`src/design/oc7_consts.svh`:
```
// Constants for the output 7 channel control register block.
// What this block does
// - Source field picks channel 7 feed: PLL1, PLL2, primary or secondary ref.
// - Reference sources bypass the channel divider; only PLL sources are divided.
// - Format field: 0 off, 1 AC differential, 2 HCSL, 3 single-ended CMOS.
// - In CMOS format positive pin: tri-state, low, inverted or true.
// - In CMOS format negative pin: tri-state, low, inverted or true.
// - Reset loads PLL1, differential, mode1 2, mode2 0; fields RW, NVM-backed.
`ifndef OC7_CONSTS_SVH
`define OC7_CONSTS_SVH
`define OC7_CTL_INDEX      30'h0000002b
`define OC7_STAT_INDEX     30'h00000030
`define OC7_CTL_RESET      8'h18
`define OC7_SRC_MSB        7
`define OC7_SRC_LSB        6
`define OC7_FMT_MSB        5
`define OC7_FMT_LSB        4
`define OC7_MODEP_MSB      3
`define OC7_MODEP_LSB      2
`define OC7_MODEN_MSB      1
`define OC7_MODEN_LSB      0
`define OC7_HTRANS_NONSEQ  2'h2
`define OC7_HTRANS_SEQ     2'h3
`endif

```
`src/design/oc7_pkg.sv`:
```
// Types for the output 7 channel control register block.
`default_nettype none
package oc7_pkg;
    typedef enum logic [1:0] {
        OC7_SRC_PLL1   = 2'h0,
        OC7_SRC_PLL2   = 2'h1,
        OC7_SRC_PRIREF = 2'h2,
        OC7_SRC_SECREF = 2'h3
    } oc7_src_t;
    typedef enum logic [1:0] {
        OC7_FMT_OFF  = 2'h0,
        OC7_FMT_ACDF = 2'h1,
        OC7_FMT_HCSL = 2'h2,
        OC7_FMT_CMOS = 2'h3
    } oc7_fmt_t;
    typedef enum logic [1:0] {
        OC7_PIN_TRI  = 2'h0,
        OC7_PIN_LOW  = 2'h1,
        OC7_PIN_INV  = 2'h2,
        OC7_PIN_TRUE = 2'h3
    } oc7_pin_t;
endpackage
`default_nettype wire

```
`src/design/oc7_output7_control.sv`:
```
// Output 7 channel control register, source mux, divider and pin drivers.
//
// Added by the designer: register access over AHB-Lite.
`include "oc7_consts.svh"
`default_nettype none
module oc7_output7_control (
    // Clock and reset.
    input  wire  logic        I_CORE_CLK,
    input  wire  logic        I_RESET_N,
    // AHB-Lite slave.
    input  wire  logic        I_HSEL,
    input  wire  logic [31:0] I_HADDR,
    input  wire  logic [1:0]  I_HTRANS,
    input  wire  logic        I_HWRITE,
    input  wire  logic [2:0]  I_HSIZE,
    input  wire  logic [31:0] I_HWDATA,
    input  wire  logic        I_HREADY,
    output logic        [31:0] O_HRDATA,
    output logic               O_HREADYOUT,
    output logic               O_HRESP,
    // Nonvolatile store.
    input  wire  logic        I_NVM_LOAD,
    input  wire  logic [7:0]  I_NVM_DATA,
    output logic        [7:0]  O_NVM_DATA,
    // Clock sources, asynchronous levels.
    input  wire  logic        I_PLL1_CLK,
    input  wire  logic        I_PLL2_CLK,
    input  wire  logic        I_PRI_REF,
    input  wire  logic        I_SEC_REF,
    // Divider ratio, value n divides by n plus one.
    input  wire  logic [7:0]  I_DIV_RATIO,
    // Channel pins and driver settings.
    output logic               O_P_OUT,
    output logic               O_P_OE,
    output logic               O_N_OUT,
    output logic               O_N_OE,
    output logic        [1:0]  O_FORMAT,
    output logic        [1:0]  O_POS_MODE,
    output logic        [1:0]  O_NEG_MODE,
    output logic               O_DIV_BYPASS
);

    // True when the selected source is a reference.
    function automatic logic is_ref(input logic [1:0] sel);
        is_ref = (sel == oc7_pkg::OC7_SRC_PRIREF) ||
                 (sel == oc7_pkg::OC7_SRC_SECREF);
    endfunction

    // Drive level and enable of one CMOS pin for a mode.
    function automatic logic [1:0] pin_drive(input logic [1:0] mode,
                                             input logic       chan);
        case (mode)
            oc7_pkg::OC7_PIN_TRI:  pin_drive = 2'h0;
            oc7_pkg::OC7_PIN_LOW:  pin_drive = 2'h2;
            oc7_pkg::OC7_PIN_INV:  pin_drive = {1'b1, ~chan};
            default:               pin_drive = {1'b1, chan};
        endcase
    endfunction

    // Bus state.
    logic        wr_pend_ff;
    logic        nxt_wr_pend;
    logic [29:0] wr_idx_ff;
    logic [29:0] nxt_wr_idx;
    logic [31:0] rdata_ff;
    logic [31:0] nxt_rdata;
    logic [7:0]  ctl_ff;
    logic [7:0]  nxt_ctl;
    logic        addr_ok;
    logic        ctl_wr;

    // Channel state.
    logic [3:0]  sync1_ff;
    logic [3:0]  sync2_ff;
    logic        prev_ff;
    logic        nxt_prev;
    logic [7:0]  cnt_ff;
    logic [7:0]  nxt_cnt;
    logic [3:0]  pins_ff;
    logic [3:0]  nxt_pins;
    logic        src_w;
    logic        div_w;
    logic        chan_w;

    logic [1:0]  src_sel;
    logic [1:0]  fmt_sel;
    logic [1:0]  modep;
    logic [1:0]  moden;
    logic        bypass_w;

    assign src_sel  = ctl_ff[`OC7_SRC_MSB:`OC7_SRC_LSB];
    assign fmt_sel  = ctl_ff[`OC7_FMT_MSB:`OC7_FMT_LSB];
    assign modep    = ctl_ff[`OC7_MODEP_MSB:`OC7_MODEP_LSB];
    assign moden    = ctl_ff[`OC7_MODEN_MSB:`OC7_MODEN_LSB];
    assign bypass_w = is_ref(src_sel);

    assign addr_ok = I_HSEL && I_HREADY &&
                     ((I_HTRANS == `OC7_HTRANS_NONSEQ) ||
                      (I_HTRANS == `OC7_HTRANS_SEQ));
    assign ctl_wr  = wr_pend_ff && (wr_idx_ff == `OC7_CTL_INDEX);

    // Bus and register next values. A write in its data phase is
    // forwarded to a read whose address phase shares that cycle.
    always_comb begin
        nxt_wr_pend = 1'b0;
        nxt_wr_idx  = wr_idx_ff;
        nxt_rdata   = rdata_ff;
        nxt_ctl     = ctl_ff;
        if (I_NVM_LOAD) begin
            nxt_ctl = I_NVM_DATA;
        end else if (ctl_wr) begin
            nxt_ctl = I_HWDATA[7:0];
        end
        if (addr_ok) begin
            nxt_wr_pend = I_HWRITE;
            nxt_wr_idx  = I_HADDR[31:2];
            nxt_rdata   = 32'h00000000;
            if (!I_HWRITE) begin
                if (I_HADDR[31:2] == `OC7_CTL_INDEX) begin
                    nxt_rdata = {24'h000000, nxt_ctl};
                end else if (I_HADDR[31:2] == `OC7_STAT_INDEX) begin
                    nxt_rdata = {24'h000000, pins_ff, 1'b0,
                                 bypass_w, src_w, chan_w};
                end
            end
        end
    end

    always_ff @(posedge I_CORE_CLK) begin
        if (!I_RESET_N) begin
            wr_pend_ff <= 1'b0;
            wr_idx_ff  <= 30'h00000000;
            rdata_ff   <= 32'h00000000;
            ctl_ff     <= `OC7_CTL_RESET;
        end else begin
            wr_pend_ff <= nxt_wr_pend;
            wr_idx_ff  <= nxt_wr_idx;
            rdata_ff   <= nxt_rdata;
            ctl_ff     <= nxt_ctl;
        end
    end

    // Source levels come from other clock domains.
    always_ff @(posedge I_CORE_CLK) begin
        if (!I_RESET_N) begin
            sync1_ff <= 4'h0;
            sync2_ff <= 4'h0;
        end else begin
            sync1_ff <= {I_SEC_REF, I_PRI_REF, I_PLL2_CLK, I_PLL1_CLK};
            sync2_ff <= sync1_ff;
        end
    end

    assign src_w  = sync2_ff[src_sel];
    assign div_w  = (I_DIV_RATIO == 8'h00) ? src_w :
                    (cnt_ff <= {1'b0, I_DIV_RATIO[7:1]});
    assign chan_w = bypass_w ? src_w : div_w;

    // Divider counts rising edges of the selected PLL source.
    always_comb begin
        nxt_prev = src_w;
        nxt_cnt  = cnt_ff;
        if (bypass_w) begin
            nxt_cnt = 8'h00;
        end else if (src_w && !prev_ff) begin
            nxt_cnt = (cnt_ff >= I_DIV_RATIO) ? 8'h00 : cnt_ff + 8'h01;
        end
    end

    // Pin drive: {p_oe, p_out, n_oe, n_out}.
    always_comb begin
        nxt_pins = 4'h0;
        case (fmt_sel)
            oc7_pkg::OC7_FMT_OFF: begin
                nxt_pins = 4'h0;
            end
            oc7_pkg::OC7_FMT_CMOS: begin
                nxt_pins = {pin_drive(modep, chan_w),
                            pin_drive(moden, chan_w)};
            end
            default: begin
                nxt_pins = {1'b1, chan_w, 1'b1, ~chan_w};
            end
        endcase
    end

    always_ff @(posedge I_CORE_CLK) begin
        if (!I_RESET_N) begin
            prev_ff <= 1'b0;
            cnt_ff  <= 8'h00;
            pins_ff <= 4'h0;
        end else begin
            prev_ff <= nxt_prev;
            cnt_ff  <= nxt_cnt;
            pins_ff <= nxt_pins;
        end
    end

    assign O_HRDATA     = rdata_ff;
    assign O_HREADYOUT  = 1'b1;
    assign O_HRESP      = 1'b0;
    assign O_NVM_DATA   = ctl_ff;
    assign O_P_OE       = pins_ff[3];
    assign O_P_OUT      = pins_ff[2];
    assign O_N_OE       = pins_ff[1];
    assign O_N_OUT      = pins_ff[0];
    assign O_FORMAT     = fmt_sel;
    assign O_POS_MODE   = modep;
    assign O_NEG_MODE   = moden;
    assign O_DIV_BYPASS = bypass_w;
endmodule
`default_nettype wire

```
`config.mk`:
```
export PLATFORM = sky130hd
export DESIGN_NAME = oc7_output7_control
export DESIGN_NICKNAME = d
export VERILOG_FILES = /design/src/design/oc7_pkg.sv /design/src/design/oc7_output7_control.sv
export VERILOG_INCLUDE_DIRS = /design/src /design/src/design
export SDC_FILE = /design/constraint.sdc
export NUM_CORES = 1
export LEC_CHECK = 0
export ABC_AREA = 1
export ABC_CLOCK_PERIOD_IN_PS = 4540
export BUFFER_PORTS_ARGS = -buffer_cell sky130_fd_sc_hd__buf_2
export CAP_MARGIN = 10
export CORE_MARGIN = 5
export CORE_UTILIZATION = 53
export DETAILED_ROUTE_END_ITERATION = 12
export PLACE_DENSITY = 0.86
export SKIP_CTS_REPAIR_TIMING = 1
export SYNTH_ARGS = -nofsm -noshare
export SYNTH_HDL_FRONTEND = slang
export SYNTH_SLANG_ARGS = --single-unit
```
`constraint.sdc`:
```
create_clock -name I_CORE_CLK -period 4.54 [get_ports I_CORE_CLK]
set_input_delay 1.135 -clock I_CORE_CLK [delete_from_list [all_inputs] [get_ports I_CORE_CLK]]
set_output_delay 1.135 -clock I_CORE_CLK [all_outputs]
set_load 0.01 [all_outputs]
```
==> flow_metrics.py, run 1 <==
metrics = {
    "run_status": {
        "status": "finished clean",
    },
    "place": {
        "dpl.hpwl_mm": 6.885,
        "gp_congestion": 0.8732,
        "port_buffers": 91,
    },
    "final_layout": {
        "fin_nets": 715,
        "n_fill_cell": 588,
        "drive_gt1_share_pct": 22.41,
        "syn2layout_area_growth_pct": 16.88,
        "diodes": 0,
    },
    "worst_setup_path": {
        "cp_slowest_cell": "inv_1",
        "path_max_fanout": 33,
        "cp-end-kind": "flip-flop",
        "crit_path_start_kind": "primary input",
        "cp.arrival_ns": 2.84,
        "required_ns": 4.80,
        "crit_chain": "buf_2 -> inv_1 -> nor2_1 -> nand2_1 -> nor3_1",
        "path_class": "in2reg",
        "max_stage_delay_ns": 0.61,
    },
    "timing": {
        "worst_pin_slew_ns": 1.068,
        "maxSlewHeadroom_pct": 28.73,
        "rsz0062_at_grt": "false",
        "maxSlewViolCount": 0,
        "fin_crit_sh_pct": 56.86,
        "hold_ws_ns": 0.4350,
        "finalHoldViolCount": 0,
        "worst_clock_skew_ns": 0.007099,
        "fmax_mhz": 387.4,
        "finalSetupViolations": 0,
        "period_minus_slack_ns": 2.582,
        "tns_ns": 0,
    },
    "route": {
        "drc": 0,
        "drt-initial-drc-count": 152,
        "wl_per_cell_um": 12.78,
        "wl_mm": 8.986,
        "first_pass_iters": 4,
        "viasPerCell": 4.922,
        "route.vias.total": 3460,
        "ant_nets": 0,
    },
    "clocking": {
        "cts_buffers": 9,
        "clock-root-buffer": "clkbuf_8",
        "clkLatencyLatePin_ns": 0.34,
        "clockBufferDepth": 2,
        "h-tree-depth": 3,
        "clk_pin_slew_ns": 0.07,
        "cts_sinks": 68,
        "cts_tree": "done",
    },
    "power": {
        "p_per_area_nw_per_um2": 327.9,
        "total_power_uw": 1412,
        "leakage_uw": 0.002159,
        "ir_drop_mv": 0.1933,
    },
    "logic_synthesis": {
        "netlist_area_um2": 3685,
        "ys_seq_area_share_pct": 36.94,
        "synth-edff-count": 0,
        "ys_warn_count": 0,
        "synthArstFlopShare_pct": 0,
        "synth_cells": 522,
        "yosys.cell_count.top_type": "nand2_1",
        "synth.distinct_cells": 32,
        "ys.flop_type": "dfxtp_1",
        "synth_top_area_cell": "dfxtp_1",
        "netlist_top_cells_area": "dfxtp_1 (37%), nand2_1 (13%), buf_4 (6.7%)",
        "ys_ff_latch": 68,
        "ys_top_cells_by_count": "nand2_1 (125), dfxtp_1 (68), inv_1 (65), a21oi_1 (48), nor2_1 (42)",
        "synth_top_area_share_pct": 36.94,
        "synth.avg_cell_area_um2": 7.059,
    },
    "global_routing": {
        "grt_max_degree": 59,
        "track_usage_pct": 21.16,
        "grt_overflow": 0,
        "first_global_vias": 3415,
        "antenna_found_initial": 0,
        "grt_pass1_wl_mm": 14.77,
    },
    "job": {
        "cap_viol_max_count": 0,
    },
    "min_path": {
        "hp-class": "reg2reg",
    },
    "floorplan": {
        "core.rowCount": 30,
        "floorplan.initialDensity_pct": 54.24,
        "die_h_um": 93.38,
        "ios": 148,
        "die-width_um": 93.38,
        "die_area_um2": 8720,
        "core_um2": 6794,
    },
}
critical path, delay by kind of cell:
| kind | cells | cell delay (ns) |
|---|---|---|
| buffers and inverters | 2 | 1.03 |
| and+or+nand+nor | 3 | 0.66 |
area by class of cell:
type / count / area (µm²) / area share [%]
inverter: 69 / 259.0 / 6.014
timing repair buffer: 92 / 462.9 / 10.75
clock inverter: 6 / 111.4 / 2.586
clock buffer: 10 / 137.6 / 3.196
tap: 96 / 120.1 / 2.789
sequential: 68 / 1361 / 31.61
multi-input combinational: 362 / 1854 / 43.06
where the power goes:
part	switching (µW)	total [µW]	internal [µW]
registers	14.0	635	621
logic	106	167	61.0
clock network	231	610	380
total	351	1410	1060
flip-flops by register name (all words and copies together) (netlist names):
name	flops
pins_ff	4
prev_ff	1
sync2_ff	4
cnt_ff	8
O_HRDATA	8
wr_idx_ff	30
wr_pend_ff	1
O_NVM_DATA	8
sync1_ff	4
layout by cell type, fill, tap and decap left out, types with 3 or more instances in the layout:
cell,instances
nand3_2,4
buf_2,91
a21oi_1,48
xor2_1,3
nand3_1,32
nor2_4,4
a21oi_2,7
ha_1,18
dfxtp_1,68
nor2_1,42
o21ai_0,26
inv_2,3
bufinv_16,3
clkbuf_8,10
inv_1,65
nor3_1,4
conb_1,26
nand4_1,7
nand2_1,125
per-stage QoR:
stage	instances	instance area [µm²]	util (%)	setup slack, ns
6_report	703	4307	63.39	1.958
4_1_cts	703	4307	63.39	1.973
5_1_grt	703	4307	63.39	1.744
3_3_place_gp	687	4058	59.72	1.709
3_5_place_dp	687	4058	59.72	1.626
2_1_floorplan	546	3775	-	2.271
logic make-up after synthesis:
logic type	after synthesis	share of synthesized area, %
DFF	68	36.94
and+or+nand+nor	228	27.81
other	2	0.2038
buffers and inverters	116	15.31
xor gates and xnor gates	4	0.9509
AOI/OAI and AO/OA	86	12.67
adders and majority gates	18	6.112
worst paths after layout:
check	startpoint	to	slack, ns	cells past startpoint
setup / recovery	I_RESET_N	cnt_ff[4]$_SDFFE_PP0P_	1.96	5
hold / removal	sync1_ff[3]$_SDFF_PN0_	sync2_ff[3]$_SDFF_PN0_	0.44	2
setup reg to reg	cnt_ff[1]$_SDFFE_PP0P_	cnt_ff[4]$_SDFFE_PP0P_	2.76	10
hold reg to reg	sync1_ff[3]$_SDFF_PN0_	sync2_ff[3]$_SDFF_PN0_	0.44	2
routing by layer:
layer	global-route usage (%)	part of all wire (%)	routed length, µm	vias up
li1	-	-	-	1757
met1	24.28	40	3583	1561
met2	36.69	51	4590	119
met3	4.747	6.3	568	23
met4	10.62	2.7	244	0
met5	0	0	0	-
Power figures use the tool's default switching activity.
==> inputs of run 2 (changes only) <==
--- a/config.mk
+++ b/config.mk
@@ -6,14 +6,14 @@
 export SDC_FILE = /design/constraint.sdc
 export NUM_CORES = 1
 export LEC_CHECK = 0
-export ABC_AREA = 1
-export ABC_CLOCK_PERIOD_IN_PS = 4540
+export ABC_AREA = 0
+export ABC_CLOCK_PERIOD_IN_PS = 2600
 export BUFFER_PORTS_ARGS = -buffer_cell sky130_fd_sc_hd__buf_2
 export CAP_MARGIN = 10
 export CORE_MARGIN = 5
-export CORE_UTILIZATION = 53
+export CORE_UTILIZATION = 48
 export DETAILED_ROUTE_END_ITERATION = 12
-export PLACE_DENSITY = 0.86
+export PLACE_DENSITY = 0.8
 export SKIP_CTS_REPAIR_TIMING = 1
 export SYNTH_ARGS = -nofsm -noshare
 export SYNTH_HDL_FRONTEND = slang
==> constraint.sdc (replaced) <==
create_clock -name I_CORE_CLK -period 2.6 [get_ports I_CORE_CLK]
set_input_delay 0.65 -clock I_CORE_CLK [delete_from_list [all_inputs] [get_ports I_CORE_CLK]]
set_output_delay 0.65 -clock I_CORE_CLK [all_outputs]
set_load 0.01 [all_outputs]
==> flow_metrics.py, run 2 <==
metrics = {
    "final_layout": {
        "mostFrequentLayoutCell": "buf_2",
        "regMostFlops": "wr_idx_ff",
        "drive_gt1_share_pct": 24.56,
        "diodes": 0,
        "largest_reg_flops": 30,
        "final_cells": 608,
        "final_cell_mix": "buf_2 (91), nand2_1 (74), dfxtp_1 (68), a21boi_0 (31), conb_1 (26)",
        "fin_nets": 617,
        "syn2layout_area_growth_pct": 17.83,
        "n_fill_cell": 655,
    },
    "route": {
        "drt-initial-drc-count": 125,
        "ant_nets": 0,
        "route.vias.total": 3131,
        "first_pass_iters": 4,
        "wl_per_cell_um": 13.53,
        "wl_mm": 8.229,
        "drc": 0,
        "viasPerCell": 5.150,
    },
    "place": {
        "dpl.hpwl_mm": 6.320,
        "port_buffers": 91,
        "gp_congestion": 0.8440,
        "placed_cells_incl_taps": 592,
    },
    "timing": {
        "rsz0062_at_grt": "false",
        "worst_clock_skew_ns": 0.007610,
        "worst_pin_slew_ns": 0.6036,
        "finalHoldViolCount": 0,
        "fin_crit_sh_pct": 84.51,
        "finalSetupViolations": 0,
        "hold_ws_ns": 0.4400,
        "tns_ns": 0,
        "fmax_mhz": 455.1,
        "maxSlewViolCount": 0,
        "maxSlewHeadroom_pct": 59.49,
        "period_minus_slack_ns": 2.197,
    },
    "global_routing": {
        "grt_max_degree": 47,
        "antenna_found_initial": 1,
        "track_usage_pct": 18.26,
        "grt_pass1_wl_mm": 12.99,
        "first_global_vias": 2956,
        "grt_overflow": 0,
    },
    "power": {
        "leakage_uw": 0.001887,
        "p_per_area_nw_per_um2": 570.1,
        "ir_drop_mv": 0.3512,
    },
    "worst_setup_path": {
        "crit_path_start_kind": "primary input",
        "path_class": "in2reg",
        "ff2ff_path_depth": 7,
        "path_buf_inv": 2,
        "max_stage_delay_ns": 0.44,
        "path_max_fanout": 5,
        "crit_chain": "buf_2 -> inv_1 -> ha_1 -> a21o_1 -> a211oi_1 -> o211ai_1 -> a31oi_1 -> o21ai_0 -> a21boi_1",
        "cp-end-kind": "flip-flop",
        "r2r-start": "cnt_ff[5]$_SDFFE_PP0P_",
        "cp_slowest_cell": "a31oi_1",
        "required_ns": 2.87,
        "cp_top_family": "compound AO/OA/AOI/OAI gates",
        "cp.arrival_ns": 2.47,
        "reg2reg_to": "pins_ff[2]$_SDFF_PN0_",
        "rrSetupSlack_ns": 0.47,
    },
    "clocking": {
        "clock-root-buffer": "clkbuf_8",
        "cts_buffers": 9,
        "clkLatencyLatePin_ns": 0.34,
        "clk_pin_slew_ns": 0.08,
        "h-tree-depth": 3,
        "clockBufferDepth": 2,
        "cts_sinks": 68,
        "cts_tree": "done",
    },
    "logic_synthesis": {
        "synthMuxAreaShare_pct": 3.048,
        "synth_top_area_share_pct": 38.12,
        "synth_cells": 423,
        "synth_top_family_by_area": "simple AND/OR/NAND/NOR gates",
        "synth.avg_cell_area_um2": 8.442,
        "synth_compound_area_share_pct": 15.98,
        "yosys.area_share.simple_pct": 24.39,
        "synthArstFlopShare_pct": 0,
        "synth.distinct_cells": 58,
        "netlist_area_um2": 3571,
        "ys_top_cells_by_count": "nand2_1 (74), dfxtp_1 (68), buf_4 (32), a21boi_0 (31), nor2_1 (25)",
        "ys.flop_type": "dfxtp_1",
        "netlist_top_cells_area": "dfxtp_1 (38%), nand2_1 (7.8%), buf_4 (6.7%)",
        "ys_ff_latch": 68,
        "ys_seq_area_share_pct": 38.12,
        "synthAdderAreaFrac_pct": 6.307,
        "ys_warn_count": 0,
        "synth-edff-count": 0,
        "yosys.cell_count.top_type": "nand2_1",
        "synth_top_area_cell": "dfxtp_1",
        "synth_xor_area_share_pct": 1.717,
    },
    "min_path": {
        "min_path_cells": 1,
        "min_to": "sync2_ff[0]$_SDFF_PN0_",
        "hp-start": "sync1_ff[0]$_SDFF_PN0_",
        "hp-class": "reg2reg",
    },
    "floorplan": {
        "die_h_um": 96.25,
        "ios": 148,
        "core.rowCount": 31,
        "die_area_um2": 9264,
        "floorplan.initialDensity_pct": 49.23,
        "die-width_um": 96.25,
        "core_um2": 7253,
    },
    "run_status": {
        "status": "finished clean",
    },
    "job": {
        "cap_viol_max_count": 0,
    },
}
## run 2: power breakdown
group          switching [µW]  leakage, µW  internal [µW]
sequential               26.0     0.000555           1080
combinational             152      0.00122            114
clock                     396     0.000115            633
## run 2: through the flow
stage	worst slack, ns	util, %	total power, µW	instance area [µm²]
floorplan	0.4564	-	1313	3661
global placement	0.1488	54.72	1386	3969
detailed placement	0.06496	54.72	1393	3969
CTS	0.4212	58.01	2425	4208
global route	0.2407	58.01	2520	4208
finish	0.4027	58.01	2399	4208
## run 2: worst max path at each step
| stage | from | end | slack (ns) | depth (start not counted) |
|---|---|---|---|---|
| after floorplan | I_DIV_RATIO[4] | pins_ff[2]$_SDFF_PN0_ | 0.46 | 8 |
| after global placement | I_DIV_RATIO[6] | O_HRDATA[0]$_SDFFE_PN0P_ | 0.15 | 9 |
| after detailed placement | I_DIV_RATIO[6] | pins_ff[2]$_SDFF_PN0_ | 0.06 | 9 |
| after CTS | I_DIV_RATIO[6] | pins_ff[2]$_SDFF_PN0_ | 0.42 | 9 |
| after global routing | I_DIV_RATIO[6] | O_HRDATA[0]$_SDFFE_PN0P_ | 0.24 | 9 |
| final | I_DIV_RATIO[6] | pins_ff[2]$_SDFF_PN0_ | 0.40 | 9 |
## run 2: area by class of cell
type / count / area [µm²] / area share, %
Multi-Input combinational cell: 315 / 1934 / 45.97
Sequential cell: 68 / 1361 / 32.35
Timing Repair Buffer: 97 / 500.5 / 11.89
Clock buffer: 9 / 123.9 / 2.944
Tap cell: 99 / 123.9 / 2.944
Clock inverter: 7 / 115.1 / 2.736
Inverter: 13 / 48.80 / 1.160
## run 2: routing by layer
layer | track usage, % | wire length, µm | share of wire [%]
met1 | 21.80 | 3452 | 42
met2 | 29.84 | 3917 | 48
met3 | 6.802 | 738 | 9.0
met4 | 6.635 | 114 | 1.4
met5 | 0 | 7 | 0.085
## run 2: kinds of logic after synthesis
logic type,count (synthesis)
AO/OA/AOI/OAI,81
XOR/XNOR,7
adder cells (fa/ha/maj),18
buffers and inverters,64
flip-flops,68
multiplexers,9
other,2
AND/OR/NAND/NOR,174
==> inputs of run 3 (changes only) <==
--- a/config.mk
+++ b/config.mk
@@ -7,13 +7,13 @@
 export NUM_CORES = 1
 export LEC_CHECK = 0
 export ABC_AREA = 0
-export ABC_CLOCK_PERIOD_IN_PS = 2600
+export ABC_CLOCK_PERIOD_IN_PS = 1800
 export BUFFER_PORTS_ARGS = -buffer_cell sky130_fd_sc_hd__buf_2
 export CAP_MARGIN = 10
 export CORE_MARGIN = 5
-export CORE_UTILIZATION = 48
+export CORE_UTILIZATION = 44
 export DETAILED_ROUTE_END_ITERATION = 12
-export PLACE_DENSITY = 0.8
+export PLACE_DENSITY = 0.77
 export SKIP_CTS_REPAIR_TIMING = 1
 export SYNTH_ARGS = -nofsm -noshare
 export SYNTH_HDL_FRONTEND = slang
==> constraint.sdc (replaced) <==
create_clock -name I_CORE_CLK -period 1.8 [get_ports I_CORE_CLK]
set_input_delay 0.45 -clock I_CORE_CLK [delete_from_list [all_inputs] [get_ports I_CORE_CLK]]
set_output_delay 0.45 -clock I_CORE_CLK [all_outputs]
set_load 0.01 [all_outputs]
==> flow_metrics.py, run 3 (synthesis results as in run 2) <==
metrics = {
    "worst_setup_path": {
        "crit_path_start_kind": "flip-flop",
        "reg2reg_to": "O_HRDATA[1]$_SDFFE_PN0P_",
        "cp-end-kind": "flip-flop",
        "crit_start": "wr_idx_ff[16]$_SDFFE_PN0P_",
        "required_ns": 2.04,
        "r2r-start": "wr_idx_ff[16]$_SDFFE_PN0P_",
        "ff2ff_path_depth": 7,
        "cp-endpoint": "O_HRDATA[1]$_SDFFE_PN0P_",
        "path_class": "reg2reg",
        "cp.arrival_ns": 2.14,
        "path_max_fanout": 5,
        "rrSetupSlack_ns": -0.10,
    },
    "clocking": {
        "clockBufferDepth": 2,
        "cts_sinks": 68,
        "cts_tree": "done",
        "clk_pin_slew_ns": 0.08,
        "clock-root-buffer": "clkbuf_8",
        "cts_buffers": 9,
        "clkLatencyLatePin_ns": 0.35,
        "h-tree-depth": 3,
    },
    "global_routing": {
        "met2_usage_pct": 31.14,
        "top_usage_layer": "met2",
        "grt_pass1_wl_mm": 14.60,
        "grt_overflow": 0,
        "grt_use_met3_pct": 6.115,
        "grt_max_degree": 48,
        "grtUsageMet1_pct": 21.19,
        "antenna_found_initial": 0,
        "first_global_vias": 3250,
        "track_usage_pct": 17.98,
    },
    "route": {
        "wl_mm": 9.598,
        "drt-initial-drc-count": 177,
        "wl_per_cell_um": 14.61,
        "route.vias.total": 3354,
        "viasPerCell": 5.105,
        "drc": 0,
        "ant_nets": 0,
        "first_pass_iters": 6,
    },
    "place": {
        "dp_slack_ns": -0.4102,
        "port_buffers": 91,
        "dpl.hpwl_mm": 7.071,
        "gp_congestion": 0.8184,
        "place_area_um2": 4398,
    },
    "min_path": {
        "min_path_cells": 2,
        "hp-class": "in2reg",
    },
    "timing": {
        "fin_crit_sh_pct": 105.7,
        "fmax_mhz": 525.5,
        "worst_clock_skew_ns": 0.01212,
        "maxSlewViolCount": 0,
        "rsz0062_at_grt": "true",
        "finalWorstSetupSlack_ns": -0.1029,
        "finalHoldViolCount": 0,
        "finalSetupViolations": 12,
        "period_minus_slack_ns": 1.903,
        "tns_ns": -0.6049,
    },
    "power": {
        "leakage_uw": 0.002163,
        "p_per_area_nw_per_um2": 727.3,
        "total_power_uw": 3504,
        "ir_drop_mv": 0.4116,
    },
    "floorplan": {
        "core.rowCount": 32,
        "ios": 148,
        "die_h_um": 100.1,
        "die_area_um2": 10020,
        "floorplan.initialDensity_pct": 45.74,
        "core_um2": 7807,
        "die-width_um": 100.1,
    },
    "final_layout": {
        "diodes": 0,
        "stdcell_area_um2": 4817,
        "drive_gt1_share_pct": 37.66,
        "fin_util_pct": 61.70,
        "mostFrequentLayoutCell": "buf_2",
        "regMostFlops": "wr_idx_ff",
        "n_fill_cell": 703,
        "fin_nets": 663,
        "largest_reg_flops": 30,
        "ff_latch_area_um2": 1374,
        "syn2layout_area_growth_pct": 34.90,
        "final_cell_mix": "buf_2 (91), nand2_1 (73), dfxtp_1 (58), buf_4 (49), a21boi_0 (30)",
        "multi_input_area_um2": 2141,
    },
    "job": {
        "cap_viol_max_count": 0,
    },
    "run_status": {
        "status": "finished, violations left",
        "violations": "setup timing",
    },
}
[run 3: cell types whose count changed in the layout (fill, tap and decap cells not counted), moves of 5 or more]
cell     previous run  this run
dfxtp_1            68        58
ha_4                0         5
ha_1               18        13
buf_4               6        49
dfxtp_2             0        10
[run 3: cell type report]
| cell class | count | share of cell area (%) |
|---|---|---|
| clock inverters | 7 | 2.052 |
| repair buffers | 143 | 18.44 |
| inverters | 13 | 1.325 |
| multi-input cells | 315 | 44.44 |
| flip-flops and latches | 68 | 28.52 |
| clock buffers | 9 | 2.571 |
| well taps | 102 | 2.649 |
[run 3: power breakdown]
group	switching (µW)	internal, µW
sequential	38.1	1560
clock	625	789
combinational	262	232
[run 3: per-layer routing]
metal	up-vias	wire, µm
met5	-	0
met4	0	179
met3	19	786
met2	123	4776
met1	1553	3855
li1	1659	-
[run 3: worst min-delay path by stage]
stage                                      start                     end  slack (ns)
after global placement    sync1_ff[1]$_SDFF_PN0_  sync2_ff[1]$_SDFF_PN0_        0.42
after CTS                             I_PLL2_CLK  sync1_ff[1]$_SDFF_PN0_        0.30
after detailed placement  sync1_ff[1]$_SDFF_PN0_  sync2_ff[1]$_SDFF_PN0_        0.42
after global routing                   I_PRI_REF  sync1_ff[2]$_SDFF_PN0_        0.31
final                                 I_PLL2_CLK  sync1_ff[1]$_SDFF_PN0_        0.31
after floorplan           sync1_ff[0]$_SDFF_PN0_  sync2_ff[0]$_SDFF_PN0_        0.41
[run 3: metrics by stage]
stage / cells / hold slack [ns]
after floorplan: 447 / 0.4119
after global placement: 636 / 0.4206
after detailed placement: 636 / 0.4235
after CTS: 652 / 0.3003
after global routing: 657 / 0.3101
final: 657 / 0.3059
[run 3: worst max-delay path: stages (launching register included)]
cell and delay [ns]:
dfxtp_2 0.35, nor4_2 0.28, nand4_1 0.18, nor2_4 0.22, buf_12 0.15, mux2i_1 0.22
o21ai_2 0.10, o311a_1 0.29
